### src/core/ldg_pkg.sv
package ldg_pkg;
   // Serial target address, direction bit 0 means write
   localparam logic [6:0] DEV_ADDR = 7'h36;
   localparam logic [3:0] BYTE_BITS = 4'h8;
   // Register selects
   localparam logic [7:0] REG_GP = 8'h10;
   localparam logic [7:0] REG_BRT_A = 8'ha0;
   localparam logic [7:0] REG_BRT_B = 8'hb0;
   localparam logic [7:0] REG_BRT_C = 8'hc0;
   localparam logic [7:0] REG_RAMP = 8'h20;
   localparam logic [7:0] REG_VF_DLY = 8'h60;
   // Power-on values
   localparam logic [7:0] RST_GP = 8'h00;
   localparam logic [7:0] RST_BRT_A = 8'he0;
   localparam logic [7:0] RST_BRT_B = 8'hf8;
   localparam logic [7:0] RST_BRT_C = 8'hf8;
   localparam logic [7:0] RST_RAMP = 8'hf0;
   localparam logic [7:0] RST_VF_DLY = 8'hfc;
   // General purpose register bits
   localparam int GP_PRI_EN = 0;
   localparam int GP_SEC_EN = 1;
   localparam int GP_IND_EN = 2;
   localparam int GP_SD53 = 3;
   localparam int GP_SD62 = 4;
   localparam int GP_A53 = 5;
   localparam int GP_A62 = 6;
   // Field widths
   localparam int BRT_A_W = 5;
   localparam int BRT_BC_W = 3;
   localparam int RAMP_W = 2;
   localparam int VF_W = 2;
   localparam int SINKS = 8;
   // Clock rate in kHz, 100 ns period
   localparam int CLK_KHZ = 10000;
endpackage

### src/core/ldg_wr_if.sv
`timescale 1ns/1ps
interface ldg_wr_if;
   logic valid;
   logic [7:0] addr;
   logic [7:0] data;
   modport src (output valid, output addr, output data);
   modport dst (input valid, input addr, input data);
endinterface

### src/core/ldg_serial_slave.sv
`timescale 1ns/1ps
module ldg_serial_slave
   import ldg_pkg::*;
(
   input wire logic i_clock, // System clock
   input wire logic i_rst, // Async reset
   input wire logic i_clear, // Sync clear, enable pin low
   input wire logic i_scl, // Serial clock
   input wire logic i_sda, // Serial data in
   output logic o_sda_oe, // Pull data low
   ldg_wr_if.src wr // Accepted write
);
   typedef enum {ST_IDLE, ST_ADDR, ST_REG, ST_DATA, ST_SKIP} ldg_sst_t;
   ldg_sst_t st_ff, nxt_st;
   logic [3:0] cnt_ff, nxt_cnt;
   logic [7:0] sh_ff, nxt_sh;
   logic [7:0] reg_ff, nxt_reg;
   logic ack_ff, nxt_ack;
   logic wv_ff, nxt_wv;
   logic [7:0] wd_ff, nxt_wd;
   logic scl_q, sda_q;
   logic rise, fall, start, stop;

   assign rise = i_scl & ~scl_q;
   assign fall = ~i_scl & scl_q;
   assign start = i_scl & scl_q & sda_q & ~i_sda;
   assign stop = i_scl & scl_q & ~sda_q & i_sda;

   always_comb begin
      nxt_st = st_ff;
      nxt_cnt = cnt_ff;
      nxt_sh = sh_ff;
      nxt_reg = reg_ff;
      nxt_ack = ack_ff;
      nxt_wv = 1'b0;
      nxt_wd = wd_ff;
      if (i_clear || stop) begin
         nxt_st = ST_IDLE;
         nxt_ack = 1'b0;
      end else if (start) begin
         nxt_st = ST_ADDR;
         nxt_cnt = 4'h0;
         nxt_ack = 1'b0;
      end else if (st_ff != ST_IDLE && st_ff != ST_SKIP) begin
         if (rise && cnt_ff < BYTE_BITS) begin
            nxt_sh = {sh_ff[6:0], i_sda};
            nxt_cnt = cnt_ff + 4'h1;
         end else if (fall && cnt_ff == BYTE_BITS && !ack_ff) begin
            nxt_ack = 1'b1; // RULE_15
            unique case (st_ff)
               ST_ADDR: begin
                  if (sh_ff[7:1] != DEV_ADDR || sh_ff[0]) begin // RULE_14
                     nxt_ack = 1'b0;
                     nxt_st = ST_SKIP;
                  end
               end
               ST_REG: nxt_reg = sh_ff; // RULE_14
               ST_DATA: begin
                  nxt_wv = 1'b1; // RULE_03
                  nxt_wd = sh_ff;
               end
               default: nxt_st = ST_SKIP;
            endcase
         end else if (fall && ack_ff) begin
            nxt_ack = 1'b0; // RULE_15
            nxt_cnt = 4'h0;
            if (st_ff == ST_ADDR) begin
               nxt_st = ST_REG;
            end else if (st_ff == ST_REG) begin
               nxt_st = ST_DATA;
            end
         end
      end
   end

   always_ff @(posedge i_clock or posedge i_rst) begin
      if (i_rst) begin
         st_ff <= ST_IDLE;
         cnt_ff <= 4'h0;
         sh_ff <= 8'h00;
         reg_ff <= 8'h00;
         ack_ff <= 1'b0;
         wv_ff <= 1'b0;
         wd_ff <= 8'h00;
         scl_q <= 1'b1;
         sda_q <= 1'b1;
      end else begin
         st_ff <= nxt_st;
         cnt_ff <= nxt_cnt;
         sh_ff <= nxt_sh;
         reg_ff <= nxt_reg;
         ack_ff <= nxt_ack;
         wv_ff <= nxt_wv;
         wd_ff <= nxt_wd;
         scl_q <= i_scl;
         sda_q <= i_sda;
      end
   end

   assign o_sda_oe = ack_ff;
   assign wr.valid = wv_ff;
   assign wr.addr = reg_ff;
   assign wr.data = wd_ff;
endmodule

### src/core/ldg_gain_ctl.sv
`timescale 1ns/1ps
module ldg_gain_ctl
   import ldg_pkg::*;
#(
   parameter int CW = 24
) (
   input wire logic i_clock, // System clock
   input wire logic i_rst, // Async reset
   input wire logic i_clear, // Sync clear
   input wire logic i_write, // Any accepted write
   input wire logic [SINKS-1:0] i_hr_low, // Headroom at threshold
   input wire logic [SINKS-1:0] i_mask, // Sink is active
   input wire logic [CW-1:0] i_delay, // Transition delay, cycles
   output logic o_gain_3x2 // Pump in 3/2 gain
);
   typedef enum {GS_PASS, GS_BOOST, GS_REEVAL} ldg_gst_t;
   ldg_gst_t st_ff, nxt_st;
   logic [CW-1:0] cnt_ff, nxt_cnt;
   logic gain_ff, nxt_gain;
   logic low_any;
   logic done;

   // Lowest headroom of the active sinks decides
   assign low_any = |(i_hr_low & i_mask); // RULE_07 RULE_08
   assign done = cnt_ff >= i_delay - CW'(1);

   always_comb begin
      nxt_st = st_ff;
      nxt_cnt = cnt_ff;
      nxt_gain = gain_ff;
      if (i_clear) begin
         nxt_st = GS_PASS;
         nxt_cnt = '0;
         nxt_gain = 1'b0;
      end else begin
         unique case (st_ff)
            GS_PASS: begin
               nxt_gain = 1'b0; // RULE_04
               if (!low_any) begin
                  nxt_cnt = '0; // RULE_09
               end else if (done) begin
                  nxt_st = GS_BOOST; // RULE_05
                  nxt_gain = 1'b1;
                  nxt_cnt = '0;
               end else begin
                  nxt_cnt = cnt_ff + CW'(1);
               end
            end
            GS_BOOST: begin
               if (i_write) begin
                  nxt_st = GS_REEVAL; // RULE_06
                  nxt_cnt = '0;
               end
            end
            GS_REEVAL: begin
               if (i_write) begin
                  nxt_cnt = '0; // RULE_16
               end else if (done) begin
                  nxt_cnt = '0;
                  nxt_st = low_any ? GS_BOOST : GS_PASS; // RULE_06
                  nxt_gain = low_any;
               end else begin
                  nxt_cnt = cnt_ff + CW'(1);
               end
            end
         endcase
      end
   end

   always_ff @(posedge i_clock or posedge i_rst) begin
      if (i_rst) begin
         st_ff <= GS_PASS;
         cnt_ff <= '0;
         gain_ff <= 1'b0;
      end else begin
         st_ff <= nxt_st;
         cnt_ff <= nxt_cnt;
         gain_ff <= nxt_gain;
      end
   end

   assign o_gain_3x2 = gain_ff;
endmodule

### src/core/ldg_top.sv
`timescale 1ns/1ps
// Behaviour
// [RULE_01] Primary group takes a 5-bit code: 32 exponential steps.
// [RULE_02] Secondary and indicator groups take 3-bit codes: 8 linear steps.
// [RULE_03] Enables and brightness change only through serial writes.
// [RULE_04] Ample input keeps the pump in pass mode.
// [RULE_05] Any active sink at about 150mV moves the pump to 3/2.
// [RULE_06] 3/2 holds until a serial write, then gain is chosen again.
// [RULE_07] Only sinks of enabled groups take part in the decision.
// [RULE_08] The sink with the least headroom steers the gain.
// [RULE_09] Dips shorter than the default 3 ms delay do not change gain.
// [RULE_10] Four delay ranges, picked by the monitor delay field.
// [RULE_11] Enable pin low restores all defaults and turns outputs off.
// [RULE_12] Host keeps the enable pin high in normal use.
// [RULE_13] Host drives glitch-free serial clock and data.
// [RULE_14] Write is address with bit 0 low, register byte, data byte.
// [RULE_15] Each received byte is acknowledged low on the ninth clock.
// [RULE_16] Any accepted write re-evaluates gain after the set delay.
module ldg_top
   import ldg_pkg::*;
#(
   parameter int P_DLY0_US = 3000, // Delay range 0
   parameter int P_DLY1_US = 1500, // Delay range 1
   parameter int P_DLY2_US = 6000, // Delay range 2
   parameter int P_DLY3_US = 12000, // Delay range 3
   parameter int CW = 24 // Delay counter width
) (
   input wire logic i_clock, // 10 MHz clock
   input wire logic i_rst, // Async reset, high
   input wire logic i_hw_enable_reset_pin, // Low clears all control state
   input wire logic i_scl, // Serial clock
   input wire logic i_sda, // Serial data in
   output logic o_sda_out, // Serial data out value
   output logic o_sda_oe, // Serial data drive enable
   input wire logic [3:0] i_hr_low_primary, // Primary sinks low
   input wire logic i_hr_low_d53, // Shared sink 5 low
   input wire logic i_hr_low_d62, // Shared sink 6 low
   input wire logic i_hr_low_secondary, // Secondary sink low
   input wire logic i_hr_low_indicator, // Indicator sink low
   output logic o_primary_group_enable, // Primary sinks on
   output logic o_secondary_group_enable, // Secondary sinks on
   output logic o_indicator_enable, // Indicator sink on
   output logic o_d53_off, // Sink 5 shut down
   output logic o_d62_off, // Sink 6 shut down
   output logic o_d53_primary, // Sink 5 in primary group
   output logic o_d62_primary, // Sink 6 in primary group
   output logic [BRT_A_W-1:0] o_primary_level, // Primary code
   output logic [BRT_BC_W-1:0] o_secondary_level, // Secondary code
   output logic [BRT_BC_W-1:0] o_indicator_level, // Indicator code
   output logic [RAMP_W-1:0] o_ramp_step, // Ramp step select
   output logic o_gain_3x2 // Pump gain 3/2
);
   localparam int DLY0_CYC = (P_DLY0_US * CLK_KHZ + 999) / 1000;
   localparam int DLY1_CYC = (P_DLY1_US * CLK_KHZ + 999) / 1000;
   localparam int DLY2_CYC = (P_DLY2_US * CLK_KHZ + 999) / 1000;
   localparam int DLY3_CYC = (P_DLY3_US * CLK_KHZ + 999) / 1000;
   localparam logic [CW-1:0] DLY0 = CW'(DLY0_CYC < 1 ? 1 : DLY0_CYC);
   localparam logic [CW-1:0] DLY1 = CW'(DLY1_CYC < 1 ? 1 : DLY1_CYC);
   localparam logic [CW-1:0] DLY2 = CW'(DLY2_CYC < 1 ? 1 : DLY2_CYC);
   localparam logic [CW-1:0] DLY3 = CW'(DLY3_CYC < 1 ? 1 : DLY3_CYC);

   ldg_wr_if wr ();

   logic clear;
   logic [7:0] gp_ff, nxt_gp;
   logic [BRT_A_W-1:0] brt_a_ff, nxt_brt_a;
   logic [BRT_BC_W-1:0] brt_b_ff, nxt_brt_b;
   logic [BRT_BC_W-1:0] brt_c_ff, nxt_brt_c;
   logic [RAMP_W-1:0] ramp_ff, nxt_ramp;
   logic [VF_W-1:0] vf_ff, nxt_vf;
   logic [SINKS-1:0] hr_low;
   logic [SINKS-1:0] mask;
   logic [CW-1:0] delay;
   logic pri_en, sec_en, ind_en;

   // Enable pin low acts as a synchronous clear of all control state
   assign clear = ~i_hw_enable_reset_pin; // RULE_11

   ldg_serial_slave u_slave (
      .i_clock (i_clock),
      .i_rst (i_rst),
      .i_clear (clear),
      .i_scl (i_scl),
      .i_sda (i_sda),
      .o_sda_oe (o_sda_oe),
      .wr (wr.src)
   );

   // Open drain: only ever pulls low
   assign o_sda_out = 1'b0;

   always_comb begin
      nxt_gp = gp_ff;
      nxt_brt_a = brt_a_ff;
      nxt_brt_b = brt_b_ff;
      nxt_brt_c = brt_c_ff;
      nxt_ramp = ramp_ff;
      nxt_vf = vf_ff;
      if (clear) begin
         nxt_gp = RST_GP; // RULE_11
         nxt_brt_a = RST_BRT_A[BRT_A_W-1:0];
         nxt_brt_b = RST_BRT_B[BRT_BC_W-1:0];
         nxt_brt_c = RST_BRT_C[BRT_BC_W-1:0];
         nxt_ramp = RST_RAMP[RAMP_W-1:0];
         nxt_vf = RST_VF_DLY[VF_W-1:0];
      end else if (wr.valid) begin
         // Unmapped selects are acknowledged and dropped
         unique case (wr.addr)
            REG_GP: nxt_gp = {1'b0, wr.data[6:0]}; // RULE_03
            REG_BRT_A: nxt_brt_a = wr.data[BRT_A_W-1:0]; // RULE_01
            REG_BRT_B: nxt_brt_b = wr.data[BRT_BC_W-1:0]; // RULE_02
            REG_BRT_C: nxt_brt_c = wr.data[BRT_BC_W-1:0]; // RULE_02
            REG_RAMP: nxt_ramp = wr.data[RAMP_W-1:0];
            REG_VF_DLY: nxt_vf = wr.data[VF_W-1:0]; // RULE_10
            default: nxt_gp = gp_ff;
         endcase
      end
   end

   always_ff @(posedge i_clock or posedge i_rst) begin
      if (i_rst) begin
         gp_ff <= RST_GP;
         brt_a_ff <= RST_BRT_A[BRT_A_W-1:0];
         brt_b_ff <= RST_BRT_B[BRT_BC_W-1:0];
         brt_c_ff <= RST_BRT_C[BRT_BC_W-1:0];
         ramp_ff <= RST_RAMP[RAMP_W-1:0];
         vf_ff <= RST_VF_DLY[VF_W-1:0];
      end else begin
         gp_ff <= nxt_gp;
         brt_a_ff <= nxt_brt_a;
         brt_b_ff <= nxt_brt_b;
         brt_c_ff <= nxt_brt_c;
         ramp_ff <= nxt_ramp;
         vf_ff <= nxt_vf;
      end
   end

   assign pri_en = gp_ff[GP_PRI_EN];
   assign sec_en = gp_ff[GP_SEC_EN];
   assign ind_en = gp_ff[GP_IND_EN];

   // Sinks 5 and 6 follow the group they are assigned to
   assign hr_low = {i_hr_low_indicator, i_hr_low_secondary,
                    i_hr_low_d62, i_hr_low_d53, i_hr_low_primary};
   assign mask[3:0] = {4{pri_en}}; // RULE_07
   assign mask[4] = ~gp_ff[GP_SD53] & (gp_ff[GP_A53] ? pri_en : sec_en);
   assign mask[5] = ~gp_ff[GP_SD62] & (gp_ff[GP_A62] ? pri_en : sec_en);
   assign mask[6] = sec_en;
   assign mask[7] = ind_en;

   always_comb begin
      unique case (vf_ff) // RULE_10
         2'h0: delay = DLY0; // RULE_09
         2'h1: delay = DLY1;
         2'h2: delay = DLY2;
         2'h3: delay = DLY3;
      endcase
   end

   ldg_gain_ctl #(
      .CW (CW)
   ) u_gain (
      .i_clock (i_clock),
      .i_rst (i_rst),
      .i_clear (clear),
      .i_write (wr.valid), // RULE_16
      .i_hr_low (hr_low),
      .i_mask (mask),
      .i_delay (delay),
      .o_gain_3x2 (o_gain_3x2)
   );

   assign o_primary_group_enable = pri_en;
   assign o_secondary_group_enable = sec_en;
   assign o_indicator_enable = ind_en;
   assign o_d53_off = gp_ff[GP_SD53];
   assign o_d62_off = gp_ff[GP_SD62];
   assign o_d53_primary = gp_ff[GP_A53];
   assign o_d62_primary = gp_ff[GP_A62];
   assign o_primary_level = brt_a_ff;
   assign o_secondary_level = brt_b_ff;
   assign o_indicator_level = brt_c_ff;
   assign o_ramp_step = ramp_ff;
endmodule

### config.mk
export PLATFORM = sky130hd
export DESIGN_NAME = ldg_top
export DESIGN_NICKNAME = d
export VERILOG_FILES = /design/src/core/ldg_pkg.sv /design/src/core/ldg_wr_if.sv /design/src/core/ldg_serial_slave.sv /design/src/core/ldg_gain_ctl.sv /design/src/core/ldg_top.sv
export SDC_FILE = /design/constraint.sdc
export NUM_CORES = 1
export LEC_CHECK = 0
export BUFFER_PORTS_ARGS = -buffer_cell sky130_fd_sc_hd__buf_2
export CORE_UTILIZATION = 46
export DETAILED_ROUTE_END_ITERATION = 6
export PLACE_DENSITY_LB_ADDON = 0.2
export SYNTH_ARGS = -nofsm -noshare
export SYNTH_HDL_FRONTEND = slang
export SYNTH_SLANG_ARGS = --single-unit
### constraint.sdc
create_clock -name i_clock -period 2.48 [get_ports i_clock]
set_input_delay 0.124 -clock i_clock [delete_from_list [all_inputs] [get_ports i_clock]]
set_output_delay 0.124 -clock i_clock [all_outputs]
set_load 0.05 [all_outputs]
# --- Word-level counts from Yosys, hierarchy flattened ---
# Index checks and enable logic that the tools add are counted.
op_classes:
  add_sub_neg: 3
  n_mul: 0
  n_div: 0
  n_lt_le_gt_ge: 2
  eq_ne: 36
  shift: 0
  mux: 70
  bitwise_logic: 20
  n_reduce_logical: 32
op_table:
  columns: ["operator", "count"]
  rows:
  - ["32-bit two-way mux", 15]
  - ["32-bit by 2-bit == test with 1-bit output, second input constant", 4]
  - ["24-bit two-way mux", 5]
  - ["24-bit one-hot mux with 4 select lines", 1]
  - ["32-bit one-hot mux with 3 select lines", 1]
  - ["24-bit one-hot mux with 3 select lines", 1]
  - ["32-bit by 1-bit == test with 1-bit output, second input constant", 2]
  - ["32-bit one-hot mux with 2 select lines", 1]
  - ["32-bit by 3-bit == test with 1-bit output, second input constant", 1]
  - ["32-bit zero test", 1]
  - ["32-bit by 4-bit != test with 1-bit output, second input constant", 1]
  - ["32-bit nonzero test", 1]
  - ["24-bit by 1-bit adder with 24-bit output, second input constant", 1]
  - ["8-bit == test, second input constant", 3]
  - ["24-bit greater-or-equal comparator", 1]
  - ["24-bit by 1-bit subtractor with 24-bit output, second input constant", 1]
  - ["1-bit two-way mux", 22]
  - ["7-bit two-way mux", 3]
  - ["4-bit two-way mux", 5]
  - ["3-bit two-way mux", 6]
  - ["6-bit AND reduction", 3]
  - ["5-bit two-way mux", 3]
  - ["2-bit by 1-bit != test with 1-bit output, second input constant", 7]
  - ["2-bit two-way mux", 6]
  - ["other kinds (32)", 68]
word_totals:
  ff_bits: 142
  latchBits: 0
  ramBits: 0
  romBits: 0
  in_bits: 13
  out_inout_bits: 23
  word_cells: 181
  memories: 0

# --- Depth between registers and ports, before layout ---
# Gate-level depths: netlist of run 1.
logic_depth:
  depth_word: 9
  depth_mapped: 12
  depth_no_buf: 10

# --- Modules after synthesis ---
# Synthesis of run 1 repeated with hierarchy kept, for this count alone.
hier_totals:
  cells_unflattened: 559
  area_unflattened_um2: 5338.9
modules_own_cells:
  columns: ["mod", "instances", "cells_per_inst", "area_per_inst_um2", "seq_area_each_um2"]
  rows:
  - ["ldg_gain_ctl", 1, 313, 2541.2, 675.6]
  - ["ldg_serial_slave", 1, 129, 1600.3, 878.3]
  - ["ldg_top", 1, 117, 1197.4, 550.5]

# --- Least setup slack after synthesis of run 1 ---
# Ideal clock, no wire load.
synth_path:
  path_kind: "register -> register"
  startpoint: "register vf_ff[0]"
  endpoint: "register u_gain.cnt_ff[10]"
  setup_ns: 0.082
  arrival_time_ns: 2.507
  t_required_ns: 2.398
  setup_slack_ns: -0.109
  path_stages_with_launch: 12
  path_buffers: 2
  period_less_slack_ns: 2.589
  cell_sequence: "dfrtp_1 > inv_1 > ha_1 > ha_1 > a211oi_1 > nor2_1 > o311a_2 > a211oi_4 > buf_6 > buf_8 > a21oi_2 > a31oi_1"
synth_between:
  elab_chain_len: 8
  elab_cells_between_ends: 12
  cone_classes: "add/sub (1); order compare (1); eq/ne (3); mux (6); reduce/logical (1)"
synth_lines:
  columns: ["item", "line_no", "source"]
  rows:
  - ["start: declaration", "ldg_top.sv:70", "logic [VF_W-1:0] vf_ff, nxt_vf;"]
  - ["start signal: assignment", "ldg_top.sv:127", "vf_ff <= RST_VF_DLY[VF_W-1:0];"]
  - ["start signal: assignment", "ldg_top.sv:134", "vf_ff <= nxt_vf;"]
  - ["2-bit == test, or another cell as far along", "ldg_top.sv:152", "unique case (vf_ff)"]
  - ["24-bit one-hot mux with 4 select lines *", "ldg_top.sv:152", null]
  - ["24-bit by 1-bit subtractor with 24-bit output *", "ldg_gain_ctl.sv:25", "assign done = cnt_ff >= i_delay - CW'(1);"]
  - ["24-bit greater-or-equal comparator *", "ldg_gain_ctl.sv:25", null]
  - ["24-bit two-way mux *", "ldg_gain_ctl.sv:41, ldg_gain_ctl.sv:58", null]
  - ["24-bit two-way mux, on equally long branches", "ldg_gain_ctl.sv:56, ldg_gain_ctl.sv:39", null]
  - ["24-bit one-hot mux with 3 select lines *", "ldg_gain_ctl.sv:36", "unique case (st_ff)"]
  - ["24-bit two-way mux *", "ldg_gain_ctl.sv:31", "if (i_clear) begin"]
  - ["end signal: assignment", "ldg_gain_ctl.sv:77", "cnt_ff <= nxt_cnt;"]
  - ["end: declaration", "ldg_gain_ctl.sv:18", "logic [CW-1:0] cnt_ff, nxt_cnt;"]
# Mark *: on every way between the ends. The rest lies on a longest branch, timed or not. The select of a mux whose other input is x is not followed.
# A chain may end at the register's enable or synchronous reset.

# --- Final worst setup path of run 1 ---
layout_path:
  startpoint: "register vf_ff[0]"
  endpoint: "register u_gain.cnt_ff[8]"
# Same word-level chain as after synthesis.

==> results by group, run 1 <==
Final layout
  – Layout cells sized above 1: 0.3000
  – Non-Filler Instances: 619
  – Total Nets Final: 527
  – Multi-input combinational cell area: 2435 um2
  – Core Util, Final: 0.5879
  – Synthesis-to-finish area growth: 23.05%
  – Fill count: 797
  – Reg area: 2082 um2
  – N_diodes: 0

Logic synthesis
  – Synthesis-stage register bit count: 83
  – Number of distinct library cells after synthesis: 51
  – Commonest cells post-synth: 81 x dfrtp_1, 29 x ha_1, 27 x nand2_1
  – Syn Nets: 459
  – Synth top area share: 0.4570
  – Async set-or-reset flop fraction in the synthesized netlist: 1.000
  – Synth Instances: 417
  – Cell taking the most area after synthesis: dfrtp_1
  – Syn Area/Cell: 10.64 um2
  – Ranking of synthesized cells by area: dfrtp_1 46%, ha_1 8.2%, mux2_2 6.1%, mux2i_1 5.6%, nor2b_1 3.0%
  – EDFF count, synth: 0
  – Main flop type after synthesis: dfrtp_1
  – Cell with the most instances after synthesis: dfrtp_1
  – Mapped Area: 4436 um2
  – Sequential share of the synthesized area: 0.4688
  – Yosys warns: 0

Pwr
  – Maximum vdd drop: 0.2871 mV
  – Sw Share: 0.2750
  – P_int: 2.042 mW
  – PwrDens: 516.1 nW/um2
  – Clk network pwr share: 0.361
  – Reg power frac: 0.513
  – Comb power frac: 0.126
  – NetSw: 0.7747 mW
  – Lkg Pwr: 2.638 nW

Timing
  – Tcrit/Tclk final: 1.057
  – Relative slew margins: 0.5508
  – Setup-failing EPs final: 18
  – Slew @ Worst Pin: 0.6730 ns
  – Worst setup margin: -0.1423 ns
  – Slew Viols, Final: 0
  – Worst Skew: 0.01100 ns
  – RSZ-0062 raised after global routing: yes
  – Maximum clock frequency: 0.3813 GHz
  – Hold Vio Cnt, Final: 0
  – Final min period: 2.622 ns

Global routing
  – Antenna violations before repair: 0
  – Largest net degree at the start of global routing: 48
  – First-pass GRT wire length: 16,010 um
  – Vias in the first global route: 3,234
  – GR Overflow Total: 0
  – Total Routing Usage GR: 0.2037

Die
  – Die H: 100.2 um
  – Initial core utilization: 0.4778
  – Core ar.: 9284 um2
  – I/O pin count: 36
  – Die width: 100.2 um
  – DIE AREA: 10,040 um2
  – Row cnt: 35

Detailed routing
  – Residual DRC: 0
  – 1st-iter DRT viols: 183
  – Vias/cell: 5.381
  – Final wirelength: 9359 um
  – DR pass1 iterations: 4
  – ANT nets after route: 0
  – WL/cell: 15.12 um
  – Vias: 3,331

Placement
  – Pre-CTS setup slack: -0.1718 ns
  – Port buffer count: 34
  – Routability cong.: 0.7884
  – Final HPWL DP: 6545 um
  – DP Cell Count: 594

Clock network
  – Clock sink total: 83
  – TritonCTS buffer count: 9
  – Worst skew pair latency: 0.35 ns
  – CTS root buf: clkbuf_8
  – CTS tree: built
  – Largest buffer count on any clock path: 2
  – H-tree depth: 3
  – Clock transition at path regs: 0.09 ns

Run status
  – Run status: finished, violations left
  – Failing checks: negative setup slack

Worst hold path
  – Hold WC Path Type: input pin to flop

Critical path
  – Req. time, crit path: 2.77 ns
  – Worst Path Arrival: 2.91 ns
  – Worst path most repeated cell: ha_4
  – Crit-path max FO: 7
  – Endpoint type of the worst setup path: flop
  – Slowest CP cell: dfrtp_2
  – CP max stage delay: 0.47 ns
  – Crit path kind: flop to flop
  – Crit-path cells: buf_6, ha_4, inv_2, ha_4, a311o_1, a211o_1, a211oi_4, buf_12, or3b_1, nand3_1
  – Worst setup SP type: flop

Job
  – Max cap viols: 0
==> layout make-up <==
class                      instances  area share
clock buffer                      10     0.02522
clock inverter                     6     0.01307
inverter                          15     0.01192
multi-input combinational        308      0.4461
sequential                        83      0.3815
tap                              129     0.02957
timing repair buffer              68     0.09262
==> metal layers <==
metal	share of wire	track usage	wire, um	up-vias
met5	0	0	0	-
met2	0.46	0.3140	4295	51
li1	-	-	-	1642
met3	0.023	0.02786	218	10
met1	0.50	0.2943	4710	1628
met4	0.014	0.07358	134	0
==> metrics by stage <==
stage | setup TNS [ns] | total power, mW | hold slack (ns) | cell area, um2
2_1_floorplan | 0 | 1.710 | 0.1285 | 4461
3_3_place_gp | -0.3426 | 1.806 | 0.2535 | 4966
3_5_place_dp | -1.775 | 1.816 | 0.2516 | 4966
4_1_cts | -1.202 | 2.866 | 0.1302 | 5390
5_1_grt | -3.486 | 2.964 | 0.1809 | 5458
6_report | -1.400 | 2.817 | 0.1553 | 5458
==> cell families (layout without fill, tap and decap cells) <==
logic type | Yosys count | in the layout | synth area share
other | 2 | 2 | 0.001693
DFF | 83 | 83 | 0.4688
adders and majority gates | 29 | 29 | 0.08181
AOI/OAI and AO/OA | 82 | 82 | 0.1213
buffers and inverters | 26 | 99 | 0.02736
and+or+nand+nor | 144 | 144 | 0.1777
muxes | 49 | 49 | 0.1173
xor gates and xnor gates | 2 | 2 | 0.003950
==> power groups by stage <==
stage	clock network, mW	registers (mW)	logic (mW)
2_1_floorplan	0	1.46	0.255
3_3_place_gp	0	1.47	0.338
3_5_place_dp	0	1.47	0.345
4_1_cts	1.06	1.44	0.361
5_1_grt	1.11	1.45	0.402
6_report	1.02	1.44	0.354
==> registers in the layout, summed over array words and instances, names as in the netlist, 3 cells and up <==
register           cells
u_gain.cnt_ff         24
u_slave.sh_ff          8
u_slave.wr.addr        8
gp_ff                  7
u_slave.wr.data        7
o_primary_level        5
u_slave.cnt_ff         4
o_indicator_level      3
o_secondary_level      3
u_slave.st_ff          3
==> critical path: cells and delay by family (launching register included) <==
kind / cells / cell delay, ns
AO/OA/AOI/OAI: 3 / 0.98
adder cells (fa/ha/maj): 2 / 0.34
buffers and inverters: 3 / 0.36
flip-flops: 1 / 0.47
AND/OR/NAND/NOR: 2 / 0.41
==> placed cells by master (no fill, tap or decap), types with 10 or more instances in the layout <==
cell       n
clkbuf_8  10
ha_4      11
nand2_1   27
mux2i_1   25
buf_4     21
nor2b_1   21
nand3_1   16
nor2_1    21
mux2_2    24
buf_2     34
o21ai_0   12
a21oi_1   18
dfrtp_1   79
ha_1      17
a31oi_1   11
nand2b_1  12
==> timing repair <==
action	4_1_cts	5_1_grt
pin swaps	20	11
hold buffers	3	0
endpoints found under the setup margin	20	22
endpoints found under the hold margin	38	0
buffers inserted	5	1
resized for setup	25	17
cloned	1	0
==> final timing paths <==
path,from,end,slack (ns),depth (start not counted)
min,i_hw_enable_reset_pin,u_gain.st_ff[0],0.16,3
min reg2reg,u_gain.cnt_ff[23],u_gain.cnt_ff[23],0.49,1
min in group asynchronous,i_rst,u_gain.cnt_ff[14],0.40,3
max in group asynchronous,i_rst,u_slave.sda_q,1.37,4
max,vf_ff[0],u_gain.cnt_ff[8],-0.14,10
max reg2reg,vf_ff[0],u_gain.cnt_ff[8],-0.14,10
Note: power is estimated with default switching activity, not from simulation.
==> run 2, diff against run 1 <==
CORE_ASPECT_RATIO = 0.6   (was not set)
==> run 2 against run 1 <==
  * Sequential power is essentially flat
  * Sequential share of layout area shrank 0.87 points
  * Clock skew shrank 0.0057 ns
  * Critical endpoint is now u_gain.cnt_ff[10]
  * Power grew 16%
  * Register-to-register slack lost 0.11 ns
  * Critical path depth grew 2
  * Non-clock buffer count grew 3
  * The run still ends with negative setup slack left
  * Via count grew 3.6%
  * Clock power grew 42%
==> results by group, run 2 (same netlist as run 1, synthesis figures left out) <==
Detailed routing
  – WL/cell: 16.68 um (+10%)
  – DR pass1 iterations: 5 (+1)
  – 1st-iter DRT viols: 246 (+34%)
  – Residual DRC: 0 (unchanged)
  – Final wirelength: 10,370 um (+11%)
  – Vias/cell: 5.550 (+3.1%)
  – ANT nets after route: 0 (unchanged)
  – Vias: 3,452 (+3.6%)

Worst hold path
  – Hold WC Path Type: input pin to flop

Placement
  – Routability cong.: 0.8729 (+11%)
  – Placed inst area: 4915 um2 (-1.0%)
  – Final HPWL DP: 7252 um (+11%)
  – Port buffer count: 34 (unchanged)

Critical path
  – Slowest CP cell: dfrtp_2
  – Worst flop-to-flop path startpoint: vf_ff[1]
  – Crit-path cells: clkinv_4, ha_4, inv_4, ha_4, a21oi_2, o21ai_1, a211o_1, a211oi_4, buf_12, buf_4, nand2b_1, a31oi_1
  – Worst path most repeated cell: ha_4
  – Setup crit start: vf_ff[1]
  – Worst setup SP type: flop
  – Worst Path Arrival: 2.97 ns (+0.06 ns)
  – Req. time, crit path: 2.72 ns (-0.05 ns)
  – Crit-path max FO: 7 (unchanged)
  – Worst setup path endpoint: u_gain.cnt_ff[10]
  – Crit path kind: flop to flop
  – Worst r2r path cells: 12 (+2)
  – Endpoint type of the worst setup path: flop
  – Reg2Reg Setup Slack: -0.25 ns (-0.11 ns)
  – CP max stage delay: 0.44 ns (-0.03 ns)
  – R2r endpoint: u_gain.cnt_ff[10]

Timing
  – Maximum clock frequency: 0.3666 GHz (-3.9%)
  – Slew @ Worst Pin: 0.6918 ns (+0.01883 ns)
  – Final min period: 2.728 ns (+0.1056 ns)
  – Worst Skew: 0.005250 ns (-0.005749 ns)
  – Setup-failing EPs final: 21 (+3)
  – Tcrit/Tclk final: 1.100 (+0.04256)
  – RSZ-0062 raised after global routing: yes
  – Relative slew margins: 0.5345 (-0.01628)
  – Worst setup margin: -0.2478 ns (-0.1056 ns)
  – Hold Vio Cnt, Final: 0 (unchanged)
  – Slew Viols, Final: 0 (unchanged)
  – Fin Setup TNS: -3.357 ns (-1.957 ns)

Global routing
  – Largest net degree at the start of global routing: 36 (-25%)
  – Vias in the first global route: 3,241 (+0.22%)
  – Antenna violations before repair: 0 (unchanged)
  – GR Overflow Total: 0 (unchanged)
  – First-pass GRT wire length: 17,040 um (+6.4%)
  – Total Routing Usage GR: 0.2235 (+0.01971)

Pwr
  – Power consumption: 3.264 mW (+16%)
  – Maximum vdd drop: 0.3608 mV (+26%)
  – PwrDens: 584.4 nW/um2 (+13%)
  – Lkg Pwr: 2.699 nW (+2.3%)

Final layout
  – Final instance area: 5585 um2 (+2.3%)
  – Leading cell types in the layout, fill and taps excluded: 79 x dfrtp_1, 34 x buf_2, 27 x buf_4
  – Layout cells sized above 1: 0.2988 (-0.001220)
  – Max reg flops: 24 (unchanged)
  – Synthesis-to-finish area growth: 25.92%
  – Total Nets Final: 530 (+0.57%)
  – Largest Register: u_gain.cnt_ff
  – Fill count: 800 (+0.38%)
  – N_diodes: 0 (unchanged)
  – Most common cell after layout, fill and taps aside: dfrtp_1

Clock network
  – Largest buffer count on any clock path: 2 (unchanged)
  – H-tree depth: 3 (unchanged)
  – Clock transition at path regs: 0.06 ns (-0.03 ns)
  – TritonCTS buffer count: 9 (unchanged)
  – CTS root buf: clkbuf_16
  – Worst skew pair latency: 0.33 ns (-0.02 ns)
  – CTS tree: built
  – Clock sink total: 83 (unchanged)

Die
  – Row cnt: 27 (-23%)
  – Die H: 78.06 um (-22%)
  – Core ar.: 9256 um2 (-0.30%)
  – I/O pin count: 36 (unchanged)
  – Initial core utilization: 0.4792 (+0.001421)
  – DIE AREA: 10,050 um2 (+0.13%)
  – Die width: 128.8 um (+29%)

Job
  – Max cap viols: 0 (unchanged)

Run status
  – Failing checks: negative setup slack
  – Run status: finished, violations left
-- run 2: critical path: cells and delay by family (launching register included) --
| family | cells | cell delay [ns] |
|---|---|---|
| buffers and inverters | 4 | 0.46 |
| adders and majority gates | 2 | 0.54 |
| DFF | 1 | 0.44 |
| and+or+nand+nor | 1 | 0.06 |
| AOI/OAI and AO/OA | 5 | 1.13 |
-- run 2: report_power, final --
group          total, mW  internal, mW  leakage, nW  switching, mW
clock               1.45         0.931        0.162          0.514
sequential          1.45          1.40         1.14         0.0589
combinational      0.365         0.152         1.40          0.212
total               3.26          2.48         2.70          0.786
-- run 2: timing repair --
action	in CTS	in global routing
gates resized for setup	23	22
gates cloned	1	0
hold endpoints to repair	32	0
pin swaps	14	18
setup buffers	6	5
endpoints found under the setup margin	20	29
hold buffers	3	0
-- run 2: metrics by stage --
step	hold WS, ns	instances	utilization	setup WS, ns
finish	0.2239	622	0.6034	-0.2478
global route	0.2232	622	0.6034	-0.3417
CTS	0.2209	618	0.5927	-0.1133
detailed placement	0.2174	593	0.5310	-0.1905
global placement	0.2139	593	0.5310	-0.09838
floorplan	0.1285	417	-	0.02340
-- run 2: layout make-up --
cell class	instances	area, um2	share of cell area
timing repair buffer	71	494.2	0.08849
multi-input combinational	308	2452	0.4391
clock buffer	11	252.7	0.04525
clock inverter	4	73.82	0.01322
sequential	83	2082	0.3728
inverter	15	67.56	0.01210
tap	130	162.7	0.02912
-- run 2: layer usage --
layer / global-route usage / wire length [um] / part of all wire / up-vias
met1: 0.3583 / 5542 / 0.53 / 1699
met2: 0.2897 / 4177 / 0.40 / 92
met3: 0.05726 / 556 / 0.054 / 12
met5: 0 / 0 / 0 / -
li1: - / - / - / 1649
met4: 0.05882 / 97 / 0.0094 / 0
-- run 2: how the worst min path moves through the flow --
stage                          startpoint                to  cells after the start  slack, ns
floorplan                           i_scl     u_slave.scl_q                      0       0.13
global placement                    i_rst  u_slave.st_ff[1]                      2       0.21
detailed placement                  i_rst  u_slave.st_ff[1]                      2       0.22
CTS                 i_hw_enable_reset_pin  u_slave.o_sda_oe                      4       0.22
global route        i_hw_enable_reset_pin  u_slave.o_sda_oe                      4       0.22
finish              i_hw_enable_reset_pin  u_slave.st_ff[1]                      4       0.22
